File: src/rtl/edge_detect_pkg.sv
package edge_detect_pkg;

  // ==========================================================
  // widths
  localparam int PIN_W = 8;
  localparam int ADDR_W = 16;

  // ==========================================================
  // register offsets, byte addresses on the register port
  localparam logic [ADDR_W-1:0] OFF_P2_RISE = 16'ha02a;
  localparam logic [ADDR_W-1:0] OFF_P3_RISE = 16'ha02b;
  localparam logic [ADDR_W-1:0] OFF_P1_FALL = 16'ha039;
  localparam logic [ADDR_W-1:0] OFF_P2_FALL = 16'ha03a;
  localparam logic [ADDR_W-1:0] OFF_P3_FALL = 16'ha03b;

  // ==========================================================
  // reset values
  localparam logic [PIN_W-1:0] DETECT_RESET = 8'h00;
  localparam logic [PIN_W-1:0] RDATA_RESET = 8'h00;

  // ==========================================================
  // port positions in the enable vector and in the routing vectors
  localparam int PORT1_IDX = 0;
  localparam int PORT2_IDX = 1;
  localparam int PORT3_IDX = 2;
  localparam int PORT_COUNT = 3;

  // ==========================================================
  // cycles after reset before the pin synchroniser holds real samples
  localparam int SYNC_FILL = 3;

endpackage : edge_detect_pkg

File: src/rtl/detect_lane_if.sv
`timescale 1ns/100ps
interface detect_lane_if #(parameter int W = 8);
  logic wrStb;
  logic [W-1:0] wrData;
  logic [W-1:0] enable;
  logic [W-1:0] status;
  logic [W-1:0] seen;

  modport ctrl (
    output wrStb,
    output wrData,
    input enable,
    input status,
    input seen
  );

  modport lane (
    input wrStb,
    input wrData,
    output enable,
    output status,
    output seen
  );
endinterface : detect_lane_if

File: src/rtl/port_pin_edge_detect.sv
`timescale 1ns/100ps
// Notes on behaviour
// - port 1 falling edge on an enabled pin sets its falling status bit.
// - port 1 falling status holds until software writes zero to that bit.
// - set port 1 falling status raises pin interrupt when port enable is on.
// - writing one to a port 1 falling enable bit turns detection on.
// - port 2 rising edge on an enabled pin sets its rising status bit.
// - port 2 rising status holds until software writes zero to that bit.
// - set port 2 rising status raises pin interrupt when port enable is on.
// - writing one to a port 2 rising enable bit turns detection on.
// - port 2 falling edge on an enabled pin sets its falling status bit.
// - port 2 falling status holds until software writes zero to that bit.
// - set port 2 falling status raises pin interrupt when port enable is on.
// - writing one to a port 2 falling enable bit turns detection on.
// - port 3 rising edge on an enabled pin sets its rising status bit.
// - port 3 rising status holds until software writes zero to that bit.
// - set port 3 rising status raises pin interrupt when port enable is on.
// - writing one to a port 3 rising enable bit turns detection on.
// - port 3 falling edge on an enabled pin sets its falling status bit.
// - port 3 falling status holds until software writes zero to that bit.
// - set port 3 falling status raises pin interrupt when port enable is on.
// - writing one to a port 3 falling enable bit turns detection on.
// - routing bits feed pins into interrupt a, b, or both; many pins allowed.
module port_pin_edge_detect #(
  parameter int PinCount = edge_detect_pkg::PIN_W
) (
  // clock and reset
  input wire logic clk_sys,
  input wire logic resetn,
  // register port
  input wire logic [edge_detect_pkg::ADDR_W-1:0] regAddr,
  input wire logic [PinCount-1:0] regWdata,
  input wire logic regWr,
  input wire logic regRd,
  output logic [PinCount-1:0] regRdata,
  // port pins
  input wire logic [PinCount-1:0] port1Pins,
  input wire logic [PinCount-1:0] port2Pins,
  input wire logic [PinCount-1:0] port3Pins,
  // interrupt configuration, port 1 in the low bits
  input wire logic [edge_detect_pkg::PORT_COUNT-1:0] portPinIrqEnable,
  input wire logic [edge_detect_pkg::PORT_COUNT*PinCount-1:0] routeToPinIrqA,
  input wire logic [edge_detect_pkg::PORT_COUNT*PinCount-1:0] routeToPinIrqB,
  // pin interrupt requests
  output logic pinIrqA,
  output logic pinIrqB
);

  // ==========================================================
  // address decode
  wire hitP1Fall = regAddr == edge_detect_pkg::OFF_P1_FALL;
  wire hitP2Rise = regAddr == edge_detect_pkg::OFF_P2_RISE;
  wire hitP2Fall = regAddr == edge_detect_pkg::OFF_P2_FALL;
  wire hitP3Rise = regAddr == edge_detect_pkg::OFF_P3_RISE;
  wire hitP3Fall = regAddr == edge_detect_pkg::OFF_P3_FALL;

  // ==========================================================
  // detection lanes
  detect_lane_if #(.W(PinCount)) p1Fall ();
  detect_lane_if #(.W(PinCount)) p2Rise ();
  detect_lane_if #(.W(PinCount)) p2Fall ();
  detect_lane_if #(.W(PinCount)) p3Rise ();
  detect_lane_if #(.W(PinCount)) p3Fall ();

  // one write clears status zeros and loads enables in the same cycle
  assign p1Fall.wrStb = regWr & hitP1Fall;
  assign p2Rise.wrStb = regWr & hitP2Rise;
  assign p2Fall.wrStb = regWr & hitP2Fall;
  assign p3Rise.wrStb = regWr & hitP3Rise;
  assign p3Fall.wrStb = regWr & hitP3Fall;
  assign p1Fall.wrData = regWdata;
  assign p2Rise.wrData = regWdata;
  assign p2Fall.wrData = regWdata;
  assign p3Rise.wrData = regWdata;
  assign p3Fall.wrData = regWdata;

  // each lane keeps its own synchroniser; costs a few flops, keeps lanes independent
  edge_lane #(.W(PinCount), .RISING(1'b0)) p1FallLane (
    .clk_sys(clk_sys),
    .resetn(resetn),
    .pinIn(port1Pins),
    .bus(p1Fall.lane)
  );

  edge_lane #(.W(PinCount), .RISING(1'b1)) p2RiseLane (
    .clk_sys(clk_sys),
    .resetn(resetn),
    .pinIn(port2Pins),
    .bus(p2Rise.lane)
  );

  edge_lane #(.W(PinCount), .RISING(1'b0)) p2FallLane (
    .clk_sys(clk_sys),
    .resetn(resetn),
    .pinIn(port2Pins),
    .bus(p2Fall.lane)
  );

  edge_lane #(.W(PinCount), .RISING(1'b1)) p3RiseLane (
    .clk_sys(clk_sys),
    .resetn(resetn),
    .pinIn(port3Pins),
    .bus(p3Rise.lane)
  );

  edge_lane #(.W(PinCount), .RISING(1'b0)) p3FallLane (
    .clk_sys(clk_sys),
    .resetn(resetn),
    .pinIn(port3Pins),
    .bus(p3Fall.lane)
  );

  // ==========================================================
  // read data, valid only in the cycle after the read strobe
  logic [PinCount-1:0] rdata_ff;
  wire [PinCount-1:0] nxt_rdata =
    hitP1Fall ? p1Fall.status :
    hitP2Rise ? p2Rise.status :
    hitP2Fall ? p2Fall.status :
    hitP3Rise ? p3Rise.status :
    hitP3Fall ? p3Fall.status : {PinCount{1'b0}};

  always_ff @(posedge clk_sys or negedge resetn) begin
    if (!resetn) begin
      rdata_ff <= PinCount'(edge_detect_pkg::RDATA_RESET);
    end else begin
      rdata_ff <= regRd ? nxt_rdata : {PinCount{1'b0}};
    end
  end

  assign regRdata = rdata_ff;

  // ==========================================================
  // pin interrupt requests
  wire [PinCount-1:0] p1Pend = p1Fall.status & {PinCount{portPinIrqEnable[edge_detect_pkg::PORT1_IDX]}};
  wire [PinCount-1:0] p2Pend = (p2Rise.status | p2Fall.status) &
    {PinCount{portPinIrqEnable[edge_detect_pkg::PORT2_IDX]}};
  wire [PinCount-1:0] p3Pend = (p3Rise.status | p3Fall.status) &
    {PinCount{portPinIrqEnable[edge_detect_pkg::PORT3_IDX]}};
  wire [edge_detect_pkg::PORT_COUNT*PinCount-1:0] pendAll = {p3Pend, p2Pend, p1Pend};
  // one pin may feed both requests
  wire nxt_irqA = |(pendAll & routeToPinIrqA);
  wire nxt_irqB = |(pendAll & routeToPinIrqB);
  logic irqA_ff;
  logic irqB_ff;

  always_ff @(posedge clk_sys or negedge resetn) begin
    if (!resetn) begin
      irqA_ff <= 1'b0;
      irqB_ff <= 1'b0;
    end else begin
      irqA_ff <= nxt_irqA;
      irqB_ff <= nxt_irqB;
    end
  end

  assign pinIrqA = irqA_ff;
  assign pinIrqB = irqB_ff;

  wire [PinCount-1:0] p1FallSet = p1Fall.seen & p1Fall.enable;
  wire [PinCount-1:0] p2RiseSet = p2Rise.seen & p2Rise.enable;
  wire [PinCount-1:0] p2FallSet = p2Fall.seen & p2Fall.enable;
  wire [PinCount-1:0] p3RiseSet = p3Rise.seen & p3Rise.enable;
  wire [PinCount-1:0] p3FallSet = p3Fall.seen & p3Fall.enable;
endmodule : port_pin_edge_detect

File: src/rtl/edge_lane.sv
`timescale 1ns/100ps
module edge_lane #(
  parameter int W = 8,
  parameter bit RISING = 1'b1
) (
  // clock and reset
  input wire logic clk_sys,
  input wire logic resetn,
  // pins, asynchronous to clk_sys
  input wire logic [W-1:0] pinIn,
  // register side
  detect_lane_if.lane bus
);

  // ==========================================================
  // pin synchroniser and settled level
  logic [W-1:0] sync1_ff;
  logic [W-1:0] sync2_ff;
  logic [W-1:0] sync3_ff;
  logic [W-1:0] level_ff;
  logic [edge_detect_pkg::SYNC_FILL-1:0] fill_ff;
  logic primed_ff;
  logic [W-1:0] enable_ff;
  logic [W-1:0] status_ff;

  // a change counts only once stages two and three agree
  wire [W-1:0] agree = ~(sync2_ff ^ sync3_ff);
  wire [W-1:0] nxt_level = (agree & sync3_ff) | (~agree & level_ff);
  wire [W-1:0] riseSeen = {W{primed_ff}} & agree & sync3_ff & ~level_ff;
  wire [W-1:0] fallSeen = {W{primed_ff}} & agree & ~sync3_ff & level_ff;
  wire [W-1:0] edgeSeen = RISING ? riseSeen : fallSeen;
  wire [W-1:0] setMask = edgeSeen & enable_ff;
  wire [W-1:0] clrMask = bus.wrStb ? ~bus.wrData : {W{1'b0}};
  // set wins over a clear in the same cycle
  wire [W-1:0] nxt_status = (status_ff & ~clrMask) | setMask;
  wire [W-1:0] nxt_enable = bus.wrStb ? bus.wrData : enable_ff;
  // first settled sample loads the level without counting an edge
  wire nxt_primed = primed_ff | fill_ff[edge_detect_pkg::SYNC_FILL-1];

  always_ff @(posedge clk_sys or negedge resetn) begin
    if (!resetn) begin
      sync1_ff <= '0;
      sync2_ff <= '0;
      sync3_ff <= '0;
      level_ff <= '0;
      fill_ff <= '0;
      primed_ff <= 1'b0;
    end else begin
      sync1_ff <= pinIn;
      sync2_ff <= sync1_ff;
      sync3_ff <= sync2_ff;
      level_ff <= nxt_level;
      fill_ff <= {fill_ff[edge_detect_pkg::SYNC_FILL-2:0], 1'b1};
      primed_ff <= nxt_primed;
    end
  end

  // ==========================================================
  // enable and latched status
  always_ff @(posedge clk_sys or negedge resetn) begin
    if (!resetn) begin
      enable_ff <= W'(edge_detect_pkg::DETECT_RESET);
      status_ff <= W'(edge_detect_pkg::DETECT_RESET);
    end else begin
      enable_ff <= nxt_enable;
      status_ff <= nxt_status;
    end
  end

  assign bus.enable = enable_ff;
  assign bus.status = status_ff;
  assign bus.seen = edgeSeen;

endmodule : edge_lane

File: config.mk
export PLATFORM = sky130hd
export DESIGN_NAME = port_pin_edge_detect
export DESIGN_NICKNAME = d
export VERILOG_FILES = /design/src/rtl/edge_detect_pkg.sv /design/src/rtl/detect_lane_if.sv /design/src/rtl/port_pin_edge_detect.sv /design/src/rtl/edge_lane.sv
export SDC_FILE = /design/constraint.sdc
export NUM_CORES = 1
export LEC_CHECK = 0
export BUFFER_PORTS_ARGS = -buffer_cell sky130_fd_sc_hd__clkbuf_2
export CORE_MARGIN = 8
export CORE_UTILIZATION = 30
export CTS_CLUSTER_SIZE = 12
export DETAILED_ROUTE_END_ITERATION = 10
export GPL_ROUTABILITY_DRIVEN = 0
export PLACE_DENSITY_LB_ADDON = 0.3
export SLEW_MARGIN = 20
export SYNTH_ARGS = -nofsm -noshare
export SYNTH_HDL_FRONTEND = slang
export SYNTH_SLANG_ARGS = --single-unit
File: constraint.sdc
create_clock -name clk_sys -period 2.2 [get_ports clk_sys]
set_input_delay 0 -clock clk_sys [delete_from_list [all_inputs] [get_ports clk_sys]]
set_output_delay 0 -clock clk_sys [all_outputs]
set_load 0.02 [all_outputs]
==> reports/results.ini, run 1 <==
[worst_setup_path]
cp.depth=6
reg2reg_to=pinIrqB$_DFF_PN0_
critPathTopFamily=buffers and inverters
reg2reg_slack_ns=0.14
slowest_stage=dlygate4sd3_1
path_buf_inv=2
path_cells=buf_4 > a22oi_1 > nand3_1 > a22oi_1 > dlygate4sd3_1 > nand4_1
path_class=register to register
worstSetupEndpointType=register
timing.rr.start=p1FallLane.bus.status[2]$_DFF_PN0_
critPathRequiredTime_ns=2.45
setup.worst_path.start_class=register
worst_path_most_repeated_cell=a22oi_1
cp_data_arrival_time_ns=2.31
r2r_cells=6
cp-startpoint=p1FallLane.bus.status[2]$_DFF_PN0_
max_stage_delay_ns=0.57
endpoint=pinIrqB$_DFF_PN0_
path_max_fanout=3

[grt]
use_met1=0.196
grt_pass1_wl_um=30600
busiest_layer=met2
grtUsageTotal=0.139
grt_pass1_vias=5262
grt_max_degree=64
use_met3=0.0386
antenna_found_initial=0
grt.overflow.total=0
met2_usage=0.200

[layout]
final_cell_area_um2=9250
area_growth_pct=27.8
final_cell_mix=194 x dfrtp_1, 111 x clkbuf_2, 76 x o21ai_0, 40 x dlygate4sd3_1, 38 x mux2_2
fin_util=0.385
multi_input_area_um2=2290
fin_nets=824
fillers=2334
ff_latch_area_um2=4850
diodes=0
drive_gt1_frac=0.291
final_common_cell=dfrtp_1

[routing]
dr_total_vias=5163
dr.pass1.iters=5
ant_nets=0
totalWireLength_um=19800
viasPerCell=4.89
detail_route.iter0.violations=452
detail_route.wl_per_cell_um=18.7
drc_errors=0

[flow_run]
cap_violations=0

[pwr]
pwr-share-comb=0.058
clkPwrFrac=0.424
sequentialPowerShare=0.518
vdd_drop_max_v=0.000441
p_int_mw=5.61
switching_power_mw=1.65
power_density_nw_per_um2=784
p_sw_frac=0.227
power_mw=7.26
power.leakage_nw=3.94

[clocking]
cts-root-buf=clkbuf_16
insertion_delay_ns=0.43
cts_buffers=17
clock-sinks=194
cts_max_path_buffers=2
h-tree-depth=4
clkSlewWorstSetupHoldPaths_ns=0.07
post_cts_buffers=0
tritoncts=yes

[logic_synthesis]
syn_area_um2=7240
synth_top_area_frac=0.671
synth_area_leaders=dfrtp_1 67%, mux2_2 5.9%, o21ai_0 5.3%
yosysSeqAreaShare=0.671
synth_cell_types=42
yosysTopAreaCell=dfrtp_1
syn_avg_cell_area_um2=13.0
ys_ff_latch=194
syn_nets=659
synthCells=556
ys_warn_count=0

[die]
die-area_um2=29400
die_w_um=171
core_um2=24000
die_h_um=171
pin_count=113
row_count=57
start_util=0.301

[placement]
dp_slack_ns=0.284
port_buffers=112
dpl_cell_area_um2=8270
dp_hpwl_um=14500

[sta]
setup_ws_ns=0.145
setup_viol=0
max_freq_mhz=487
max_slew.worst_pin.slew_ns=0.632
post-route-period-util=0.934
slew_violations=0
finalSetupTns_ns=0
max-slew-margin-rel=0.573
fin_crit_ns=2.06
fin_skew_ns=0.0114
rsz0062_at_grt=no
finalHoldViolations=0

[worst_hold_path]
hold_path.class=input port to register

[outcome]
status=finished, final reports clean

## cells by family after synthesis
group                      after synthesis  share of synthesized area
AOI/OAI and AO/OA                      122                      0.103
adders and majority gates               21                     0.0290
buffers and inverters                   24                     0.0140
DFF                                    194                      0.671
muxes                                   40                     0.0633
other                                    1                   0.000518
and+or+nand+nor                        154                      0.120
## synth_stat cells
| master | n |
|---|---|
| buf_6 | 1 |
| nand2_1 | 33 |
| nor4_4 | 1 |
| and3_1 | 1 |
| buf_1 | 2 |
| nor2_1 | 35 |
| or4b_1 | 1 |
| o211ai_1 | 2 |
| nand2_4 | 1 |
| nor3_1 | 8 |
| nand3_1 | 10 |
| mux2_4 | 2 |
| nand2b_1 | 3 |
| nand4_2 | 2 |
| a22o_1 | 3 |
| conb_1 | 1 |
| maj3_1 | 21 |
| o221ai_1 | 8 |
| nand3b_1 | 10 |
| a222oi_1 | 1 |
| nand4b_1 | 4 |
| buf_2 | 3 |
| dfrtp_1 | 194 |
| nand4bb_1 | 1 |
| o21ai_0 | 76 |
| or3b_2 | 1 |
| o21a_1 | 7 |
| or4bb_1 | 1 |
| nor4bb_1 | 2 |
| a22oi_1 | 10 |
| a21oi_1 | 4 |
| inv_1 | 2 |
| nor4_1 | 1 |
| mux2_2 | 38 |
| a221oi_1 | 11 |
| or4_4 | 1 |
| or2_2 | 5 |
| nand4_1 | 29 |
| nand3_2 | 2 |
| nor3_2 | 1 |
| nor2b_1 | 1 |
| clkbuf_1 | 16 |
## worst register-to-register path, stage by stage (launching register included)
cell and delay, ns:
dfrtp_1 0.38, buf_4 0.16, a22oi_1 0.16, nand3_1 0.22
a22oi_1 0.23, dlygate4sd3_1 0.57, nand4_1 0.14
## how the worst min path moves through the flow
stage | from | to | slack [ns] | cells past startpoint
2_1_floorplan | resetn | async pin | -0.30 | 0
6_report | regWdata[0] | p1FallLane.bus.status[0]$_DFF_PN0_ | 0.03 | 3
5_1_grt | routeToPinIrqB[18] | pinIrqB$_DFF_PN0_ | 0.03 | 4
3_3_place_gp | resetn | p3FallLane.sync1_ff[4]$_DFF_PN0_ | 0.03 | 1
3_5_place_dp | resetn | p3FallLane.sync2_ff[4]$_DFF_PN0_ | 0.03 | 1
4_1_cts | routeToPinIrqB[23] | pinIrqB$_DFF_PN0_ | 0.005 | 4
## power by group through the flow
stage,clock [mW],combinational (mW),sequential (mW)
6_report,3.08,0.420,3.76
2_1_floorplan,0,0.126,3.81
4_1_cts,3.16,0.428,3.76
3_5_place_dp,0,0.366,3.83
3_3_place_gp,0,0.365,3.83
5_1_grt,3.31,0.469,3.78
## routing by layer
layer  part of all wire  up-vias
met5                  0        -
met4              0.024        0
met3              0.077       27
met2               0.43      170
met1               0.47     2591
li1                   -     2375
## layout make-up
type | instances | area share
inverters | 2 | 0.000811
repair buffers | 168 | 0.120
well taps | 324 | 0.0438
clock buffers | 19 | 0.0490
flip-flops and latches | 194 | 0.525
multi-input cells | 338 | 0.247
clock inverters | 11 | 0.0138
## per-stage QoR
step	hold WS [ns]	instances
floorplan	-0.296	556
global placement	0.0311	986
detailed placement	0.0277	986
finish	0.0332	1056
global route	0.0307	1056
CTS	0.00495	1056
## timing repair
action / in CTS / in global routing
hold buffers: 40 / 0
resized for setup: 0 / 1
hold endpoints to repair: 96 / 0
setup endpoints to repair: 0 / 1
Power figures use the tool's default switching activity.
==> inputs of run 2 (changes only) <==
Settings changed: CORE_UTILIZATION 30 to 55.
==> reports/results.ini, run 2 (synthesized netlist as in run 1, its figures left out) <==
[outcome]
status=finished, final reports clean  ; unchanged

[grt]
grt_pass1_vias=5461  ; was 5262
grtUsageTotal=0.225  ; was 0.139
grt_pass1_wl_um=28500  ; was 30600 µm
grt.overflow.total=0  ; unchanged
grt_max_degree=68  ; was 64
antenna_found_initial=0  ; unchanged

[sta]
max-slew-margin-rel=0.577  ; was 0.573
post-route-period-util=0.913  ; was 0.934
finalSetupTns_ns=0  ; unchanged
rsz0062_at_grt=no  ; unchanged
max_slew.worst_pin.slew_ns=0.626  ; was 0.632 ns
setup_viol=0  ; unchanged
finalHoldViolations=0  ; unchanged
fin_hold_ws_ns=0.0224  ; was 0.0332 ns
slew_violations=0  ; unchanged
fin_crit_ns=2.01  ; was 2.06 ns
setup_ws_ns=0.191  ; was 0.145 ns
fin_skew_ns=0.00876  ; was 0.0114 ns
max_freq_mhz=498  ; was 487 MHz

[routing]
viasPerCell=5.78  ; was 4.89
detail_route.iter0.violations=628  ; was 452
dr_total_vias=5210  ; was 5163
dr.pass1.iters=5  ; unchanged
drc_errors=0  ; unchanged
ant_nets=0  ; unchanged
detail_route.wl_per_cell_um=20.1  ; was 18.7 µm
totalWireLength_um=18100  ; was 19800 µm

[worst_setup_path]
reg2reg_slack_ns=0.19  ; was 0.14 ns
path_max_fanout=4  ; was 3
setup.worst_path.start_class=register  ; unchanged
reg2reg_to=pinIrqB$_DFF_PN0_  ; unchanged
critPathRequiredTime_ns=2.50  ; was 2.45 ns
cp_data_arrival_time_ns=2.30  ; was 2.31 ns
timing.rr.start=p1FallLane.bus.status[3]$_DFF_PN0_  ; was p1FallLane.bus.status[2]$_DFF_PN0_
cp-startpoint=p1FallLane.bus.status[3]$_DFF_PN0_  ; was p1FallLane.bus.status[2]$_DFF_PN0_
worstSetupEndpointType=register  ; unchanged
endpoint=pinIrqB$_DFF_PN0_  ; unchanged
path_class=register to register  ; unchanged
r2r_cells=5  ; was 6

[clocking]
cts_max_path_buffers=2  ; unchanged
h-tree-depth=4  ; unchanged
tritoncts=yes  ; unchanged
clkSlewWorstSetupHoldPaths_ns=0.07  ; about the same
clock-sinks=194  ; unchanged
cts_buffers=17  ; unchanged
insertion_delay_ns=0.43  ; about the same
cts-root-buf=clkbuf_16  ; unchanged
cts_resized=0  ; unchanged

[pwr]
power.leakage_nw=3.91  ; was 3.94 nW
power_mw=7.25  ; was 7.26 mW
vdd_drop_max_v=0.000763  ; was 0.000441 V
power_density_nw_per_um2=804  ; was 784 nW/µm²

[placement]
dp_slack_ns=0.158  ; was 0.284 ns
dp_hpwl_um=12500  ; was 14500 µm
dpl.cell_count=828  ; was 986
port_buffers=112  ; unchanged
dpl_cell_area_um2=8010  ; was 8270 µm²

[layout]
final_common_cell=dfrtp_1  ; unchanged
drive_gt1_frac=0.279  ; was 0.291
final_cell_area_um2=9020  ; was 9250 µm²
fin_nets=816  ; was 824
fin_util=0.692  ; was 0.385
fin_cells=901  ; was 1056
final_cell_mix=194 x dfrtp_1, 111 x clkbuf_2, 76 x o21ai_0, 42 x dlygate4sd3_1, 38 x mux2_2  ; was 194 x dfrtp_1, 111 x clkbuf_2, 76 x o21ai_0, 40 x dlygate4sd3_1, 38 x mux2_2
area_growth_pct=24.6  ; was 27.8%
diodes=0  ; unchanged

[die]
core_um2=13000  ; was 24000 µm²
die_h_um=131  ; was 171 µm
start_util=0.555  ; was 0.301
pin_count=113  ; unchanged
row_count=42  ; was 57
die_w_um=131  ; was 171 µm
die-area_um2=17100  ; was 29400 µm²

[flow_run]
cap_violations=0  ; unchanged

[worst_hold_path]
hold_path.class=input port to register  ; unchanged

==> run 2: cell types whose count changed in the layout (fill, tap and decap cells not counted), moves of 2 or more <==
| cell | change |
|---|---|
| inv_8 | +2 |
| clkinv_4 | +3 |
| dlygate4sd3_1 | +2 |
| buf_4 | -10 |
| inv_6 | -3 |
==> run 2: worst min-delay path by stage <==
stage,end,from,slack (ns),depth (start not counted)
floorplan,async pin,resetn,-0.30,0
global placement,p1FallLane.sync1_ff[3]$_DFF_PN0_,resetn,0.03,1
detailed placement,p1FallLane.sync2_ff[2]$_DFF_PN0_,resetn,0.03,1
CTS,p3FallLane.bus.enable[7]$_DFFE_PN0N_,regWdata[7],0.005,2
global route,pinIrqB$_DFF_PN0_,portPinIrqEnable[1],0.01,3
finish,p3FallLane.bus.enable[7]$_DFFE_PN0N_,regWdata[7],0.02,2
==> run 2: timing repair <==
item | 4_1_cts | 5_1_grt
hold buffers | 42 | 0
hold endpoints to repair | 116 | 0
buffers inserted | 0 | 0
==> run 2: metal layers <==
metal / wire [µm] / track usage / share of wire / vias up
met1: 7700 / 0.287 / 0.42 / 2601
li1: - / - / - / 2349
met4: 494 / 0.102 / 0.027 / 0
met5: 0 / 0 / 0 / -
met2: 8570 / 0.349 / 0.47 / 221
met3: 1380 / 0.0698 / 0.076 / 39
==> run 2: power by group <==
part | internal (mW) | switching (mW)
logic | 0.200 | 0.203
clock network | 1.73 | 1.35
registers | 3.68 | 0.0860
==> run 2: worst max-delay path: stages (launching register included) <==
cell and delay, ns:
dfrtp_1 0.49, a22o_1 0.26, a22o_1 0.18, a221oi_1 0.23, dlygate4sd3_1 0.61, nand4_1 0.10
==> run 2: cell type report <==
type                       count  area (µm²)
clock buffer                  19         443
clock inverter                12         154
fill                         966        4010
inverter                       2        7.51
multi-input combinational    338        2280
sequential                   194        4850
tap                          176         220
timing repair buffer         160        1060
==> inputs of run 3 (changes only) <==
Settings changed: REMOVE_ABC_BUFFERS from default to 1.
==> reports/results.ini, run 3 (synthesized netlist as in run 1, its figures left out) <==
[routing]
ant_nets=0  ; unchanged
detail_route.wl_per_cell_um=20.2  ; was 20.1 µm
totalWireLength_um=18200  ; was 18100 µm
detail_route.iter0.violations=482  ; was 628
drc_errors=0  ; unchanged
dr.pass1.iters=5  ; unchanged
dr_total_vias=5312  ; was 5210
viasPerCell=5.88  ; was 5.78

[sta]
max_slew.worst_pin.slew_ns=0.699  ; was 0.626 ns
setup_viol=0  ; unchanged
fin_skew_ns=0.00597  ; was 0.00876 ns
rsz0062_at_grt=no  ; unchanged
finalHoldViolations=0  ; unchanged
finalSetupTns_ns=0  ; unchanged
max_freq_mhz=490  ; was 498 MHz
post-route-period-util=0.929  ; was 0.913
max-slew-margin-rel=0.528  ; was 0.577
slew_violations=0  ; unchanged
fin_crit_ns=2.04  ; was 2.01 ns
setup_ws_ns=0.157  ; was 0.191 ns

[die]
die_w_um=131  ; unchanged
row_count=42  ; unchanged
die_h_um=131  ; unchanged
core_um2=13000  ; unchanged
pin_count=113  ; unchanged
die-area_um2=17100  ; unchanged
start_util=0.555  ; unchanged

[clocking]
cts-root-buf=clkbuf_16  ; unchanged
tritoncts=yes  ; unchanged
clkSlewWorstSetupHoldPaths_ns=0.06  ; was 0.07 ns
clock-sinks=194  ; unchanged
insertion_delay_ns=0.42  ; was 0.43 ns
cts_max_path_buffers=2  ; unchanged
cts_buffers=17  ; unchanged
h-tree-depth=4  ; unchanged
post_cts_buffers=0  ; unchanged

[worst_setup_path]
cp.depth=5  ; unchanged
path_class=register to register  ; unchanged
slowest_stage=dlygate4sd3_1  ; unchanged
cp-startpoint=p1FallLane.bus.status[1]$_DFF_PN0_  ; was p1FallLane.bus.status[3]$_DFF_PN0_
timing.rr.start=p1FallLane.bus.status[1]$_DFF_PN0_  ; was p1FallLane.bus.status[3]$_DFF_PN0_
setup.worst_path.start_class=register  ; unchanged
critPathTopFamily=buffers and inverters  ; was compound AO/OA/AOI/OAI gates
r2r_cells=5  ; unchanged
path_buf_inv=1  ; unchanged
path_cells=a22oi_1 > nand4_1 > a222oi_1 > dlygate4sd3_1 > nand4_1  ; was a22o_1 > a22o_1 > a221oi_1 > dlygate4sd3_1 > nand4_1
max_stage_delay_ns=0.59  ; was 0.61 ns
path_max_fanout=4  ; unchanged
worstSetupEndpointType=register  ; unchanged
cp_data_arrival_time_ns=2.34  ; was 2.30 ns
critPathRequiredTime_ns=2.50  ; about the same
worst_path_most_repeated_cell=nand4_1  ; was a22o_1

[pwr]
vdd_drop_max_v=0.000536  ; was 0.000763 V
power_density_nw_per_um2=776  ; was 804 nW/µm²
power.leakage_nw=3.89  ; was 3.91 nW

[layout]
fillers=956  ; was 966
diodes=0  ; unchanged
area_growth_pct=23.6  ; was 24.6%
fin_nets=818  ; was 816
final_cell_mix=194 x dfrtp_1, 111 x clkbuf_2, 76 x o21ai_0, 42 x dlygate4sd3_1, 38 x mux2_2  ; unchanged
drive_gt1_frac=0.278  ; was 0.279
final_common_cell=dfrtp_1  ; unchanged
multi_input_area_um2=2280  ; unchanged
ff_latch_area_um2=4850  ; unchanged

[outcome]
status=finished, final reports clean  ; unchanged

[flow_run]
cap_violations=0  ; unchanged

[worst_hold_path]
holdPathStages=2  ; unchanged
worstHoldStart=regWdata[5]  ; was regWdata[7]
hold_path.class=input port to register  ; unchanged

[grt]
antenna_found_initial=0  ; unchanged
grt_max_degree=69  ; was 68
grt.overflow.total=0  ; unchanged
grt_pass1_vias=5608  ; was 5461
grt_pass1_wl_um=29000  ; was 28500 µm
grtUsageTotal=0.227  ; was 0.225

[placement]
dp_hpwl_um=12500  ; about the same
dp_slack_ns=0.0651  ; was 0.158 ns
port_buffers=112  ; unchanged

## run 3: changes by cell type in the layout (fill, tap and decap cells not counted), moves of 2 or more
cell       before  now
clkbuf_1        1    3
clkinv_4        4    2
inv_8           2    0
bufinv_16       2    0
clkinv_2        1    5
buf_4           4    7
## run 3: power breakdown
| group | internal (mW) | switching, mW |
|---|---|---|
| Combinational | 0.200 | 0.209 |
| Clock | 1.50 | 1.27 |
| Sequential | 3.68 | 0.0828 |
| Total | 5.38 | 1.56 |
## run 3: worst paths after layout
| check | to | slack, ns |
|---|---|---|
| max | pinIrqA$_DFF_PN0_ | 0.16 |
| min | p3RiseLane.bus.enable[5]$_DFFE_PN0N_ | 0.01 |
| max reg2reg | pinIrqA$_DFF_PN0_ | 0.16 |
| min reg2reg | p1FallLane.sync2_ff[2]$_DFF_PN0_ | 0.35 |
| max in group asynchronous | p3RiseLane.bus.enable[3]$_DFFE_PN0N_ | 1.28 |
| min in group asynchronous | async pin | 0.12 |
## run 3: what timing repair did
action                                  4_1_cts  5_1_grt
endpoints found under the setup margin        0        0
hold buffers                                 42        0
resized for setup                             0        0
endpoints found under the hold margin       111        0
## run 3: through the flow
stage          cells  utilization  hold slack [ns]  power [mW]  instance area [µm²]
6_report         903        0.687           0.0102        6.94                 8950
5_1_grt          903        0.687           0.0114        7.18                 8950
4_1_cts          903        0.687         0.000719        6.97                 8950
3_5_place_dp     830        0.614           0.0456        4.18                 8010
3_3_place_gp     830        0.614           0.0395        4.15                 8010
2_1_floorplan    534            -           -0.296        3.91                 7150
## run 3: cell type report
class                           count  area share
Inverter                            2    0.000839
Multi-Input combinational cell    338       0.255
Timing Repair Buffer              162       0.119
Clock buffer                       22      0.0519
Tap cell                          176      0.0246
Sequential cell                   194       0.542
Clock inverter                      9     0.00657
## run 3: layer usage
layer	share of wire	wire length (µm)	vias to the layer above	global-route usage
met3	0.076	1390	52	0.0503
li1	-	-	2356	-
met5	0	0	-	0
met2	0.50	9180	261	0.380
met1	0.38	7000	2643	0.272
met4	0.035	643	0	0.117
